### config.mk
export PLATFORM = sky130hd
export DESIGN_NAME = geq_eq_ctrl
export DESIGN_NICKNAME = d
export VERILOG_FILES = /design/src/design/geq_pkg.sv /design/src/design/geq_eq_ctrl.sv /design/src/design/geq_preset_map.sv
export SDC_FILE = /design/constraint.sdc
export NUM_CORES = 1
export LEC_CHECK = 0
export ABC_CLOCK_PERIOD_IN_PS = 4100
export BUFFER_PORTS_ARGS = -buffer_cell sky130_fd_sc_hd__buf_2
export CAP_MARGIN = 5
export CORE_MARGIN = 2
export CORE_UTILIZATION = 35
export DETAILED_ROUTE_END_ITERATION = 8
export PLACE_DENSITY = 0.61
export SYNTH_ARGS = -nofsm -noshare
export SYNTH_HDL_FRONTEND = slang
export SYNTH_HIERARCHICAL = 1
export SYNTH_SLANG_ARGS = --single-unit
### constraint.sdc
create_clock -name mclk -period 4.1 [get_ports mclk]
set_clock_uncertainty 0.1 [all_clocks]
set_input_delay 0.615 -clock mclk [delete_from_list [all_inputs] [get_ports mclk]]
set_output_delay 0.615 -clock mclk [all_outputs]
set_load 0.02 [all_outputs]
### src/design/geq_pkg.sv
// Shared constants and types for the Gen3 equalization block
package geq_pkg;

  // Coefficient bus layout: pre-cursor low, main cursor mid, post-cursor high
  localparam int unsigned COEFF_W      = 6;
  localparam int unsigned BUS_W        = 18;
  localparam int unsigned PRE_LSB      = 0;
  localparam int unsigned MAIN_LSB     = 6;
  localparam int unsigned POST_LSB     = 12;

  // Preset codes, per preset: post, main, pre
  localparam logic [5:0] P1_POST  = 6'h0f;
  localparam logic [5:0] P1_MAIN  = 6'h2d;
  localparam logic [5:0] P1_PRE   = 6'h00;
  localparam logic [5:0] P2_POST  = 6'h0a;
  localparam logic [5:0] P2_MAIN  = 6'h32;
  localparam logic [5:0] P2_PRE   = 6'h00;
  localparam logic [5:0] P3_POST  = 6'h0c;
  localparam logic [5:0] P3_MAIN  = 6'h30;
  localparam logic [5:0] P3_PRE   = 6'h00;
  localparam logic [5:0] P4_POST  = 6'h08;
  localparam logic [5:0] P4_MAIN  = 6'h34;
  localparam logic [5:0] P4_PRE   = 6'h00;
  localparam logic [5:0] P5_POST  = 6'h00;
  localparam logic [5:0] P5_MAIN  = 6'h3c;
  localparam logic [5:0] P5_PRE   = 6'h00;
  localparam logic [5:0] P6_POST  = 6'h00;
  localparam logic [5:0] P6_MAIN  = 6'h36;
  localparam logic [5:0] P6_PRE   = 6'h06;
  localparam logic [5:0] P7_POST  = 6'h00;
  localparam logic [5:0] P7_MAIN  = 6'h34;
  localparam logic [5:0] P7_PRE   = 6'h08;
  localparam logic [5:0] P8_POST  = 6'h0c;
  localparam logic [5:0] P8_MAIN  = 6'h2a;
  localparam logic [5:0] P8_PRE   = 6'h06;
  localparam logic [5:0] P9_POST  = 6'h08;
  localparam logic [5:0] P9_MAIN  = 6'h2c;
  localparam logic [5:0] P9_PRE   = 6'h08;
  localparam logic [5:0] P10_POST = 6'h00;
  localparam logic [5:0] P10_MAIN = 6'h32;
  localparam logic [5:0] P10_PRE  = 6'h0a;
  localparam logic [5:0] P11_POST = 6'h16;
  localparam logic [5:0] P11_MAIN = 6'h26;
  localparam logic [5:0] P11_PRE  = 6'h00;

  // Equalization control field values
  localparam logic [1:0] EC_IDLE   = 2'h0;
  localparam logic [1:0] EC_PH1    = 2'h1;
  localparam logic [1:0] EC_PH2    = 2'h2;
  localparam logic [1:0] EC_PH3    = 2'h3;

  // Link rate encoding
  localparam logic [1:0] RATE_2G5  = 2'h0;
  localparam logic [1:0] RATE_5G   = 2'h1;
  localparam logic [1:0] RATE_8G   = 2'h2;

  // Advertised full swing and low frequency
  localparam logic [5:0] FS_DEFAULT = 6'h28;
  localparam logic [5:0] LF_DEFAULT = 6'h0d;

  // Consecutive good training sets needed before leaving phase 0
  localparam logic [3:0] TS_CONSEC  = 4'h8;

  // Reset values
  localparam logic [BUS_W-1:0] COEFF_RST  = 18'h00000;
  localparam logic [3:0]       PRESET_RST = 4'h0;

  // Link width encoding and default coding-layer master lane
  localparam logic [2:0] WIDTH_X1  = 3'h0;
  localparam logic [2:0] WIDTH_X2  = 3'h1;
  localparam logic [2:0] WIDTH_X4  = 3'h2;
  localparam logic [2:0] WIDTH_X8  = 3'h3;
  localparam logic [2:0] WIDTH_X16 = 3'h4;
  localparam logic [3:0] MASTER_X1  = 4'h1;
  localparam logic [3:0] MASTER_X2  = 4'h1;
  localparam logic [3:0] MASTER_X4  = 4'h2;
  localparam logic [3:0] MASTER_X8  = 4'h4;
  localparam logic [3:0] MASTER_X16 = 4'h8;

  typedef enum logic [2:0] {
    ST_IDLE,
    ST_PH0,
    ST_PH1,
    ST_PH2,
    ST_PH3
  } geq_state_t;

  typedef struct packed {
    geq_state_t       state;
    logic [1:0]       phase;
    logic             eq_active;
    logic [3:0]       ts_count;
    logic [BUS_W-1:0] coeff;
    logic [3:0]       preset;
    logic [1:0]       tx_ec;
    logic             tx_eqts2;
    logic             eq_done;
    logic [5:0]       fs;
    logic [5:0]       lf;
    logic [3:0]       master_lane;
  } geq_regs_t;

endpackage : geq_pkg

### src/design/geq_eq_ctrl.sv
// Gen3 equalization phase tracker with preset to coefficient mapping
`timescale 1ns/10ps
`default_nettype none
module geq_eq_ctrl
  import geq_pkg::*;
(
  // Clock and reset
  input  wire logic             mclk,
  input  wire logic             rst_b,
  // Role and link state
  input  wire logic             is_upstream,
  input  wire logic             in_rcvr_config,
  input  wire logic             speed_exit,
  input  wire logic [1:0]       cur_rate,
  input  wire logic [2:0]       link_width,
  // Received training sets
  input  wire logic             rx_ts_valid,
  input  wire logic [1:0]       rx_ts_ec,
  input  wire logic [3:0]       rx_ts_preset,
  input  wire logic             rx_ber_ok,
  input  wire logic             all_lanes_ec01,
  // Local settings and phase completion
  input  wire logic [3:0]       start_preset,
  input  wire logic             phase_done,
  // Transmit side
  output logic [BUS_W-1:0]      tx_cursor_coeff_bus,
  output logic [3:0]            tx_preset,
  output logic [1:0]            tx_ec,
  output logic                  tx_eqts2,
  output logic [5:0]            adv_fs,
  output logic [5:0]            adv_lf,
  // Status
  output logic                  eq_active,
  output logic [1:0]            eq_phase,
  output logic                  eq_done,
  output logic [3:0]            master_lane
);

  logic       rst_s1_q;
  logic       rst_s2_q;
  geq_regs_t  r_q;
  geq_regs_t  r_d;
  logic [BUS_W-1:0] rx_map;
  logic             rx_known;
  logic [BUS_W-1:0] st_map;
  logic             st_known;

  // Reset release is synchronised; assertion remains asynchronous
  always_ff @(posedge mclk or negedge rst_b) begin
    if (!rst_b) begin
      rst_s1_q <= 1'b0;
      rst_s2_q <= 1'b0;
    end else begin
      rst_s1_q <= 1'b1;
      rst_s2_q <= rst_s1_q;
    end
  end

  geq_preset_map u_rx_map (
    .preset (rx_ts_preset),
    .coeff  (rx_map),
    .known  (rx_known)
  );

  geq_preset_map u_start_map (
    .preset (start_preset),
    .coeff  (st_map),
    .known  (st_known)
  );

  always_comb begin
    r_d         = r_q;
    r_d.eq_done = 1'b0;
    r_d.fs      = FS_DEFAULT;
    r_d.lf      = LF_DEFAULT;
    // Only steers placement software; no channel choice happens here
    if (link_width == WIDTH_X1) begin
      r_d.master_lane = MASTER_X1;
    end else if (link_width == WIDTH_X2) begin
      r_d.master_lane = MASTER_X2;
    end else if (link_width == WIDTH_X4) begin
      r_d.master_lane = MASTER_X4;
    end else if (link_width == WIDTH_X8) begin
      r_d.master_lane = MASTER_X8;
    end else begin
      r_d.master_lane = MASTER_X16;
    end

    case (r_q.state)
      ST_IDLE: begin
        r_d.eq_active = 1'b0;
        r_d.tx_ec     = EC_IDLE;
        r_d.tx_eqts2  = 1'b0;
        r_d.ts_count  = 4'h0;
        // EQ TS2 only makes sense below 8 GT/s
        if (is_upstream && in_rcvr_config && cur_rate != RATE_8G) begin
          r_d.state     = ST_PH0;
          r_d.phase     = 2'h0;
          r_d.eq_active = 1'b1;
          r_d.tx_eqts2  = 1'b1;
          r_d.preset    = start_preset;
        end else if (!is_upstream && speed_exit && cur_rate == RATE_8G) begin
          r_d.state     = ST_PH0;
          r_d.phase     = 2'h0;
          r_d.eq_active = 1'b1;
        end
      end
      ST_PH0: begin
        if (is_upstream) begin
          r_d.preset = start_preset;
          // Rate change to 8 GT/s takes the upstream port straight to phase 1
          if (cur_rate == RATE_8G) begin
            r_d.state    = ST_PH1;
            r_d.phase    = 2'h1;
            r_d.tx_eqts2 = 1'b0;
            r_d.tx_ec    = EC_PH1;
          end
        end else begin
          if (rx_ts_valid && rx_known) begin
            r_d.coeff  = rx_map;
            r_d.preset = rx_ts_preset;
          end
          // Any bad set or poor error ratio restarts the consecutive count
          if (!rx_ber_ok) begin
            r_d.ts_count = 4'h0;
          end else if (rx_ts_valid) begin
            if (rx_ts_ec == EC_PH1) begin
              r_d.ts_count = r_q.ts_count + 4'h1;
            end else begin
              r_d.ts_count = 4'h0;
            end
          end
          if (rx_ber_ok && rx_ts_valid && rx_ts_ec == EC_PH1
              && r_q.ts_count == TS_CONSEC - 4'h1) begin
            r_d.state    = ST_PH1;
            r_d.phase    = 2'h1;
            r_d.tx_ec    = EC_PH1;
            r_d.ts_count = 4'h0;
          end
        end
      end
      ST_PH1: begin
        if (is_upstream) begin
          if (all_lanes_ec01 && rx_ber_ok) begin
            r_d.state = ST_PH2;
            r_d.phase = 2'h2;
            r_d.tx_ec = EC_PH2;
            if (st_known) begin
              r_d.coeff = st_map;
            end
          end
        end else if (rx_ts_valid && rx_ts_ec == EC_PH2) begin
          r_d.state = ST_PH2;
          r_d.phase = 2'h2;
          r_d.tx_ec = EC_PH2;
        end
      end
      ST_PH2: begin
        // Tuning may be empty, but the phase is still walked through
        if (phase_done) begin
          r_d.state = ST_PH3;
          r_d.phase = 2'h3;
          r_d.tx_ec = EC_PH3;
        end
      end
      ST_PH3: begin
        if (phase_done) begin
          r_d.state     = ST_IDLE;
          r_d.phase     = 2'h0;
          r_d.tx_ec     = EC_IDLE;
          r_d.eq_active = 1'b0;
          r_d.eq_done   = 1'b1;
        end
      end
      default: begin
        r_d.state = ST_IDLE;
      end
    endcase
  end

  always_ff @(posedge mclk or negedge rst_s2_q) begin
    if (!rst_s2_q) begin
      r_q <= '{state: ST_IDLE, phase: 2'h0, eq_active: 1'b0, ts_count: 4'h0,
               coeff: COEFF_RST, preset: PRESET_RST, tx_ec: EC_IDLE,
               tx_eqts2: 1'b0, eq_done: 1'b0, fs: FS_DEFAULT,
               lf: LF_DEFAULT, master_lane: MASTER_X1};
    end else begin
      r_q <= r_d;
    end
  end

  assign tx_cursor_coeff_bus = r_q.coeff;
  assign tx_preset           = r_q.preset;
  assign tx_ec               = r_q.tx_ec;
  assign tx_eqts2            = r_q.tx_eqts2;
  assign adv_fs              = r_q.fs;
  assign adv_lf              = r_q.lf;
  assign eq_active           = r_q.eq_active;
  assign eq_phase            = r_q.phase;
  assign eq_done             = r_q.eq_done;
  assign master_lane         = r_q.master_lane;

endmodule : geq_eq_ctrl
`default_nettype wire

### src/design/geq_preset_map.sv
// Preset number to transmit cursor coefficient bus lookup
`timescale 1ns/10ps
`default_nettype none
module geq_preset_map
  import geq_pkg::*;
(
  // Preset in
  input  wire logic [3:0]       preset,
  // Coefficient bus out
  output logic [BUS_W-1:0]      coeff,
  output logic                  known
);

  always_comb begin
    known = 1'b1;
    case (preset)
      4'h1:    coeff = {P1_POST, P1_MAIN, P1_PRE};
      4'h2:    coeff = {P2_POST, P2_MAIN, P2_PRE};
      4'h3:    coeff = {P3_POST, P3_MAIN, P3_PRE};
      4'h4:    coeff = {P4_POST, P4_MAIN, P4_PRE};
      4'h5:    coeff = {P5_POST, P5_MAIN, P5_PRE};
      4'h6:    coeff = {P6_POST, P6_MAIN, P6_PRE};
      4'h7:    coeff = {P7_POST, P7_MAIN, P7_PRE};
      4'h8:    coeff = {P8_POST, P8_MAIN, P8_PRE};
      4'h9:    coeff = {P9_POST, P9_MAIN, P9_PRE};
      4'ha:    coeff = {P10_POST, P10_MAIN, P10_PRE};
      4'hb:    coeff = {P11_POST, P11_MAIN, P11_PRE};
      default: begin
        coeff = COEFF_RST;
        known = 1'b0;
      end
    endcase
  end

endmodule : geq_preset_map
`default_nettype wire

[Word level (Yosys, flattened, before mapping)]
Cells that the tools add are included.
Operators by class
  add/subtract/negate cells: 1
  multiply operators: 0
  divide/modulo/power cells: 0
  order comparisons: 0
  equal/unequal tests: 51
  shift operators: 0
  muxes and demuxes: 48
  bitwise logic cells: 0
  reduce and logical (&&, ||, !) cells: 27
Operators by type and width (number)
  $pmux W17 S11: 2
  $mux W18: 3
  $mux W22: 2
  $eq A4 B3 Y1 const B: 9
  $mux W4: 9
  $pmux W18 S2: 1
  $mux W5: 7
  $eq A4 B4 Y1 const B: 8
  $mux W6: 4
  $ne A2 B2 Y1 const B: 11
  $reduce_or A11 Y1: 2
  $pmux W2 S5: 2
  $ne A3 B3 Y1 const B: 6
  $eq A4 B2 Y1 const B: 4
  $pmux W4 S2: 2
  $pmux W3 S5: 1
  $reduce_and A7 Y1: 2
  $eq A3 B2 Y1 const B: 4
  $mux W2: 6
  $logic_and A1 B1 Y1: 10
  $reduce_and A3 Y1: 3
  $eq A4 B1 Y1 const B: 2
  $reduce_and A8 Y1: 1
  $eq A3 B1 Y1 const B: 2
  14 further kinds: 24
Storage, ports and cells
  register bits: 42
  bits in latches: 0
  RAM bits: 0
  ROM bits: 0
  output and inout bits: 45
  memories kept: 0

[Longest topological paths before layout]
Gate-level depths: netlist (run 1).
  word-level depth: 7
  gate-level depth with buffers: 12

[By module]
The synthesis (run 1) kept the hierarchy.
Modules (own cells, without submodules)
  geq_eq_ctrl: times used 1, cells each 241, area each 2404.8 µm²
  geq_preset_map: times used 2, cells each 58, area each 390.4 µm²

[Worst setup path after synthesis (run 1)]
No wires, ideal clock.
  kind: in2reg
  start point: input port start_preset[2]
  end point: register r_q, in the netlist tx_cursor_coeff_bus[15]
  arrival time: 1938 ps
  slack: 1939 ps
  stages on the path: 11
  path through: inv_1 -> ha_1 -> buf_2 -> nand2b_1 -> nand4_1 -> nor2_1 -> a31o_1 -> buf_6 -> buf_6 -> nor2_1 -> a21oi_2
RTL lines
  start: declaration: line geq_eq_ctrl.sv:23  | input wire logic [3:0] start_preset,
  $eq A4 B1 Y1, or another cell as far along: line geq_preset_map.sv:16  | case (preset)
  $reduce_or A11 Y1 (no line) *
  $mux W1 *: line geq_preset_map.sv:16
  net st_known: line geq_eq_ctrl.sv:46  | logic st_known;
  $ne A2 B2 Y1 (no line) *
  $reduce_and A6 Y1 (no line) *
  end signal: assignment: line geq_eq_ctrl.sv:183  | r_q <= '{state: ST_IDLE, phase: 2'h0, eq_active: 1'b0, ts_count: 4'h0,
  end signal: assignment: line geq_eq_ctrl.sv:188  | r_q <= r_d;
  end: declaration: line geq_eq_ctrl.sv:41  | geq_regs_t r_q;
Mark *: on every way through the listed nets, which the timed path passes. The rest lies on a longest branch. The select of a mux whose other input is x is not followed.
A chain may end at the register's enable or synchronous reset.

[Final worst setup path (run 1)]
  start point: register r_q[49] (netlist bit)
  end point: register r_q, in the netlist tx_cursor_coeff_bus[14]
On the way
  word-level cells in the longest chain between the ends: 3
RTL lines
  $eq A3 B2 Y1 or $eq A3 B1 Y1 (tied branches): line geq_eq_ctrl.sv:89  | case (r_q.state)
  $ne A2 B2 Y1 (no line) or $reduce_bool A2 Y1 (tied branches)
  $reduce_and A6 Y1 (no line)
Parallel ways exist; a longest one is shown, timed or not.

==> run metrics, run 1 <==
status=complete, no violations; share of the clock period used by the worst path=between 50% and 60%; drt total wl=5.83 mm; DP HPWL=4.44 mm; WP data arrival=around 2.5 ns; R2R Path End=tx_cursor_coeff_bus[14]; largest area contributor in the netlist=dfrtp_1; met3 GRT Util=around 2.7%; die area=~9900 µm²; Yosys warnings=6; routed vias=approximately 2,200; critical path peak fanout=36; I/O pin count=between 60 and 70; Hold Path Depth=0; H-tree levels=2; Worst Setup Path Type=flop to flop; vias in the first global route=2,075; routability cong.=between 0.7 and 0.8; path depth of the worst reg2reg path=6; CTS tree=done; core footprint=between 8000 and 9000 µm²; Final Setup Violations=0; met1 Use GR=between 10% and 20%; Power Total=between 1.5 and 2 mW; Synth top cells by count=58 x buf_4, 41 x dfrtp_1, 31 x nor2_1; VDD IR max=between 0.15 and 0.2 mV; # clock sinks=42; max-slew violations=0; most area-consuming cells after synthesis=dfrtp_1 32%, buf_4 14%, mux2i_1 7.2%; Die Span X=between 90 and 100 µm; antenna violations before repair=0; dominant cell by count in the synthesized netlist=buf_4; Netlist cell types=45; Yosys reg bits=42; Worst-Skew Late Latency=between 0.2 and 0.3 ns; Setup TNS=0 ns; crit end category=flop; Num CTS Buffers=5; Post-synth EDFFs=0; Syn Inst Count=between 300 and 400; pwr/cell area=approximately 620 nW/µm²; worst-margin pin slew=slightly below 0.9 ns; maxcap violations=0; cts repair resizes=0; Max Buffers Root-to-Sink=2; Avg Vias per Cell=4.75; worst reg2reg startpoint=r_q[49]; largest net degree at the start of global routing=approximately 40; post-synthesis sequential area ratio=roughly 33%; ys async rst share=100%; Syn-to-layout area delta=0.786%; worst relative slew slack=40.4%; first-pass GRT wire length=about 9.8 mm; I/O Buffers=56; remaining global-route overflow=0; iteration count of the initial detailed-routing pass=4; worst hold path type=flop to flop; unrepaired setup endpoints after global routing=no; Detail Route Antenna Nets=0; share of layout cells above drive strength 1=roughly a quarter; GR Util All Layers=~12%; DR iter-0 viols=86; syn_area_per_cell=around 9 µm²; Final nets=approximately 390; Final Hold Viols=0; nature of the critical path startpoint=flop; Hold Path End=rst_s2_q; P_leak=between 1.5 and 2 nW; met2 GRT Util=about a fifth; Hold Crit Start=rst_s1_q; DRC=0; Initial Util=36.4%; Yosys top cell area share=approximately a third; Min Clock Period, post-route=2.41 ns; FMAX=around 410 MHz; Die Span Y=~100 µm; CTS clk-pin slew, worst paths=0.09 ns; # diodes=0; wire per inst=between 10 and 15 µm; num rows=34; busiest grt layer=met2; r2r setup slk=1.69 ns; Clock Tree Root=clkbuf_8; Req. time, crit path=approximately 4.2 ns; Top FF cell, synth=dfrtp_1; Mapped Area=roughly 3200 µm²
where the power goes:
part	total, mW	internal, mW	switching (mW)
combinational	0.910	0.353	0.557
clock	0.393	0.244	0.149
sequential	0.684	0.570	0.115
placed cells by master (no fill, tap or decap), drive strengths merged, types with 3 or more instances in the layout:
| master | synthesis | routed |
|---|---|---|
| ha | 9 | 9 |
| a21oi | 29 | 29 |
| nand3b | 3 | 3 |
| nand3 | 8 | 8 |
| a22o | 3 | 3 |
| nor3 | 7 | 7 |
| mux2i | 23 | 23 |
| nand2b | 7 | 7 |
| buf | 75 | 57 |
| o21ai | 26 | 26 |
| a21o | 5 | 5 |
| nand2 | 22 | 22 |
| nor3b | 5 | 5 |
| nor2b | 10 | 10 |
| o21bai | 3 | 3 |
| o2bb2ai | 4 | 4 |
| conb | 4 | 21 |
| nor2 | 31 | 31 |
| clkbuf | 5 | 5 |
| inv | 10 | 10 |
| dfrtp | 41 | 41 |
repair_timing:
action	CTS	global route
hold buffers	1	0
setup endpoints to repair	0	0
hold endpoints to repair	2	0
buffers inserted	0	0
through the flow:
step           hold WS (ns)  worst slack (ns)  util, %  cell area (µm²)  cells
2_1_floorplan         0.219              1.94        -             3250    374
3_3_place_gp          0.235              1.69     35.0             3060    459
3_5_place_dp          0.236              1.60     35.0             3060    459
4_1_cts               0.255              1.64     36.6             3210    468
5_1_grt               0.270              1.32     36.6             3210    468
6_report              0.251              1.69     36.6             3210    468
routing by layer:
layer  up-vias  wire length [µm]
met1      1025              2840
li1       1139                 -
met4         0                57
met2        56              2630
met5         -                 0
met3         5               301
worst max-delay path by stage:
stage / from / end / cells past startpoint
floorplan: start_preset[2] / tx_cursor_coeff_bus[15] / 11
global placement: start_preset[2] / tx_cursor_coeff_bus[14] / 10
detailed placement: start_preset[3] / tx_cursor_coeff_bus[16] / 11
CTS: r_q[49] / tx_cursor_coeff_bus[14] / 6
global route: r_q[49] / tx_cursor_coeff_bus[13] / 6
finish: r_q[49] / tx_cursor_coeff_bus[14] / 6
kinds of logic (layout without fill, tap and decap cells):
family / after synthesis / in the layout / share of synthesized area (%)
simple gates: 102 / 102 / 16.3
buf+inv: 90 / 76 / 20.3
compound gates: 83 / 83 / 17.6
flops: 42 / 42 / 33.0
mux: 25 / 25 / 8.17
fa+ha+maj: 9 / 9 / 3.54
other cells: 4 / 21 / 0.471
xor+xnor: 2 / 2 / 0.550
flip-flops by register name (all words and copies together) (netlist names):
register and flops:
rst_s2_q 1, tx_eqts2 1, r_q 7, tx_ec 2
eq_active 1, tx_cursor_coeff_bus 18, master_lane 4, tx_preset 4
rst_s1_q 1, eq_done 1, eq_phase 2
worst max-delay path, cell delays in order, from the launching register on:
cell,delay [ns]
dfrtp_1,0.58
nor3b_2,0.37
nor2b_1,0.49
a31o_1,0.21
buf_4,0.36
nor2_1,0.11
a21oi_2,0.11
layout make-up:
type                       count  area, µm²
sequential                    42       1050
multi-input combinational    242       1550
inverter                      10       37.5
timing repair buffer          58        298
fill                         935       5550
clock inverter                 3       68.8
tap                          108        135
clock buffer                   5       68.8
(Power assumes the default switching activity.)
==> run 2: changes to the inputs <==
- ABC_AREA: default -> 1
- ABC_CLOCK_PERIOD_IN_PS: 4100 -> 2300
- clock period: 4.1 -> 2.3 ns (I/O delays scaled with it)
==> run 2 against run 1 <==
Compared with the run above: clock-buffer cell count stayed put; sequential cell count stayed put; cell count is 39% higher; critical path type unchanged; sequential power is 65% higher; clock power is 29% higher; non-clock buffer count is 3 higher; power is 72% higher; highest routed layer unchanged; synthesized cell count is 41% higher; cell area is 9.9% higher; first-iteration DRC count is 34% higher; fmax is 33% higher.
==> run metrics, run 2 <==
status=complete, no violations; vias in the first global route=between 2,000 and 3,000; Die Span Y=102 µm; pwr/cell area=between 900 and 1000 nW/µm²; Worst-Skew Late Latency=0.31 ns; Die Span X=just over 100 µm; critical path peak fanout=22; Worst Setup Path Type=flop to flop; Clk pwr share=between 10% and 20%; met2 GRT Util=about a quarter; DR iter-0 viols=around 120; # diodes=0; postcts setup bufs=0; Combinational Power Share=about 52%; mux share of post-synthesis cell area=0%; Clock Tree Root=clkbuf_8; core footprint=slightly above 9000 µm²; VDD IR max=0.542 mV; wire per inst=between 10 and 15 µm; Yosys warnings=6; num rows=35; Final Hold Viols=0; fin util=between 30% and 40%; Top FF cell, synth=dfrtp_1; DRC=0; share of layout cells above drive strength 1=18.4%; Syn-to-layout area delta=4.29%; slowest CP cell=dfrtp_1; Synth Area in Adders=about 3.3%; Final nets=around 560; Min Hold Slack=0.0685 ns; drt total wl=6.98 mm; share of the clock period used by the worst path=slightly below 80%; post-synthesis sequential area ratio=31.1%; Netlist cell types=33; worst hold path type=primary input to flop; largest net degree at the start of global routing=23; Synth Area in Compound Gates=3.99%; most area-consuming cells after synthesis=dfrtp_1 30%, nand2_1 22%, buf_4 12%; register share of total power=between 30% and 40%; number of flip-flops in the largest register=18; r2r setup slk=between 0.4 and 0.5 ns; Setup TNS=0 ns; I/O pin count=69; H-tree levels=2; largest area contributor in the netlist=dfrtp_1; FMAX=550 MHz; Sw Ratio=49.2%; routability cong.=between 0.8 and 0.9; dominant cell by count in the synthesized netlist=nand2_1; CTS tree=done; syn_area_per_cell=between 6 and 7 µm²; Syn Inst Count=505; Min Clock Period, post-route=1.82 ns; Synth top cells by count=196 x nand2_1, 55 x buf_4, 45 x inv_1, 45 x nand3_1, 41 x dfrtp_1; routed vias=between 2,000 and 3,000; Power Total=between 3 and 4 mW; Num CTS Buffers=5; met1 Use GR=a little under a fifth; ys async rst share=100%; die area=10,500 µm²; Synth Area in XOR/XNOR=0.518%; Yosys reg bits=42; Mapped Area=about 3400 µm²; commonest cells after routing, fill and taps aside=196 x nand2_1, 56 x buf_2, 45 x inv_1, 45 x nand3_1, 40 x dfrtp_1; Crit path top cell by count=nand2_1; Detail Route Antenna Nets=0; main combinational cell family by area after synthesis=simple AND/OR/NAND/NOR gates; remaining global-route overflow=0; first-pass GRT wire length=between 10 and 15 mm; maxcap violations=0; Int Pwr=between 1.5 and 2 mW; antenna violations before repair=0; met3 GRT Util=3.01%; Synth Area in Simple Gates=39.6%; Avg Vias per Cell=between 4 and 5; crit end category=flop; max-slew violations=0; Largest stage delay, worst path=between 0.4 and 0.5 ns; Final Setup Violations=0; filler cell count=between 1,000 and 1,500; Switching Power=1.68 mW; Max Buffers Root-to-Sink=2; nature of the critical path startpoint=flop; DP HPWL=approximately 5.4 mm; Initial Util=between 30% and 40%; Yosys top cell area share=between 30% and 40%; GR Util All Layers=14.3%; P_leak=between 2 and 2.5 nW; CTS clk-pin slew, worst paths=about 0.10 ns; I/O Buffers=56; top cell family by delay on the critical path=simple AND/OR/NAND/NOR gates; unrepaired setup endpoints after global routing=no; commonest non-fill, non-tap cell in the layout=nand2_1; WP data arrival=about 1.9 ns; iteration count of the initial detailed-routing pass=6; cell breakdown of the critical path=inv_2, nand2_1, nor2_2, inv_2, nand2_1, o21ai_1, inv_4, nand2_4, nand2_1, nand2_1; Req. time, crit path=around 2.4 ns; Post-synth EDFFs=0; busiest grt layer=met2; Buf+Inv Stages, Crit Path=3; # clock sinks=42
## run 2: timing repair
item                                   in CTS  in global routing
gates resized for setup                     0                  0
endpoints found under the hold margin       2                  0
hold buffers                                1                  0
## run 2: kinds of logic after synthesis
group,after synthesis
compound gates,22
flops,42
xor+xnor,2
buf+inv,119
other cells,4
fa+ha+maj,9
simple gates,307
## run 2: layout make-up
type                       count  area (µm²)  share of cell area, %
clock inverter                 3        25.0                  0.709
clock buffer                   5        68.8                   1.95
timing repair buffer          61         333                   9.43
multi-input combinational    361        1680                   47.7
tap                          129         161                   4.57
sequential                    42        1050                   29.9
inverter                      51         204                   5.78
## run 2: worst paths after layout
check / startpoint / endpoint / depth (start not counted)
min: link_width[1] / master_lane[0] / 2
min reg2reg: rst_s2_q / r_q[49] / 0
min in group asynchronous: rst_s2_q / r_q[49] / 0
max: r_q[51] / tx_cursor_coeff_bus[8] / 10
max reg2reg: r_q[51] / tx_cursor_coeff_bus[8] / 10
max in group asynchronous: rst_s2_q / master_lane[0] / 1
## run 2: power by group through the flow
stage	registers [mW]	clock network [mW]	logic, mW
after CTS	1.13	0.525	1.79
after global routing	1.16	0.559	2.02
after detailed placement	1.14	0	1.79
after global placement	1.14	0	1.76
final	1.13	0.508	1.78
after floorplan	1.13	0	1.62
## run 2: per-stage QoR
stage                     instances  setup slack, ns  instance area [µm²]
after floorplan                 522            0.518                 3450
after global placement          643            0.361                 3420
after detailed placement        643            0.294                 3420
after CTS                       652            0.486                 3530
after global routing            652            0.280                 3530
final                           652            0.482                 3530
## run 2: per-layer routing
metal	part of all wire, %	vias up
li1	-	1502
met1	48	1230
met2	45	83
met3	5.4	6
met4	1.0	0
met5	0	-
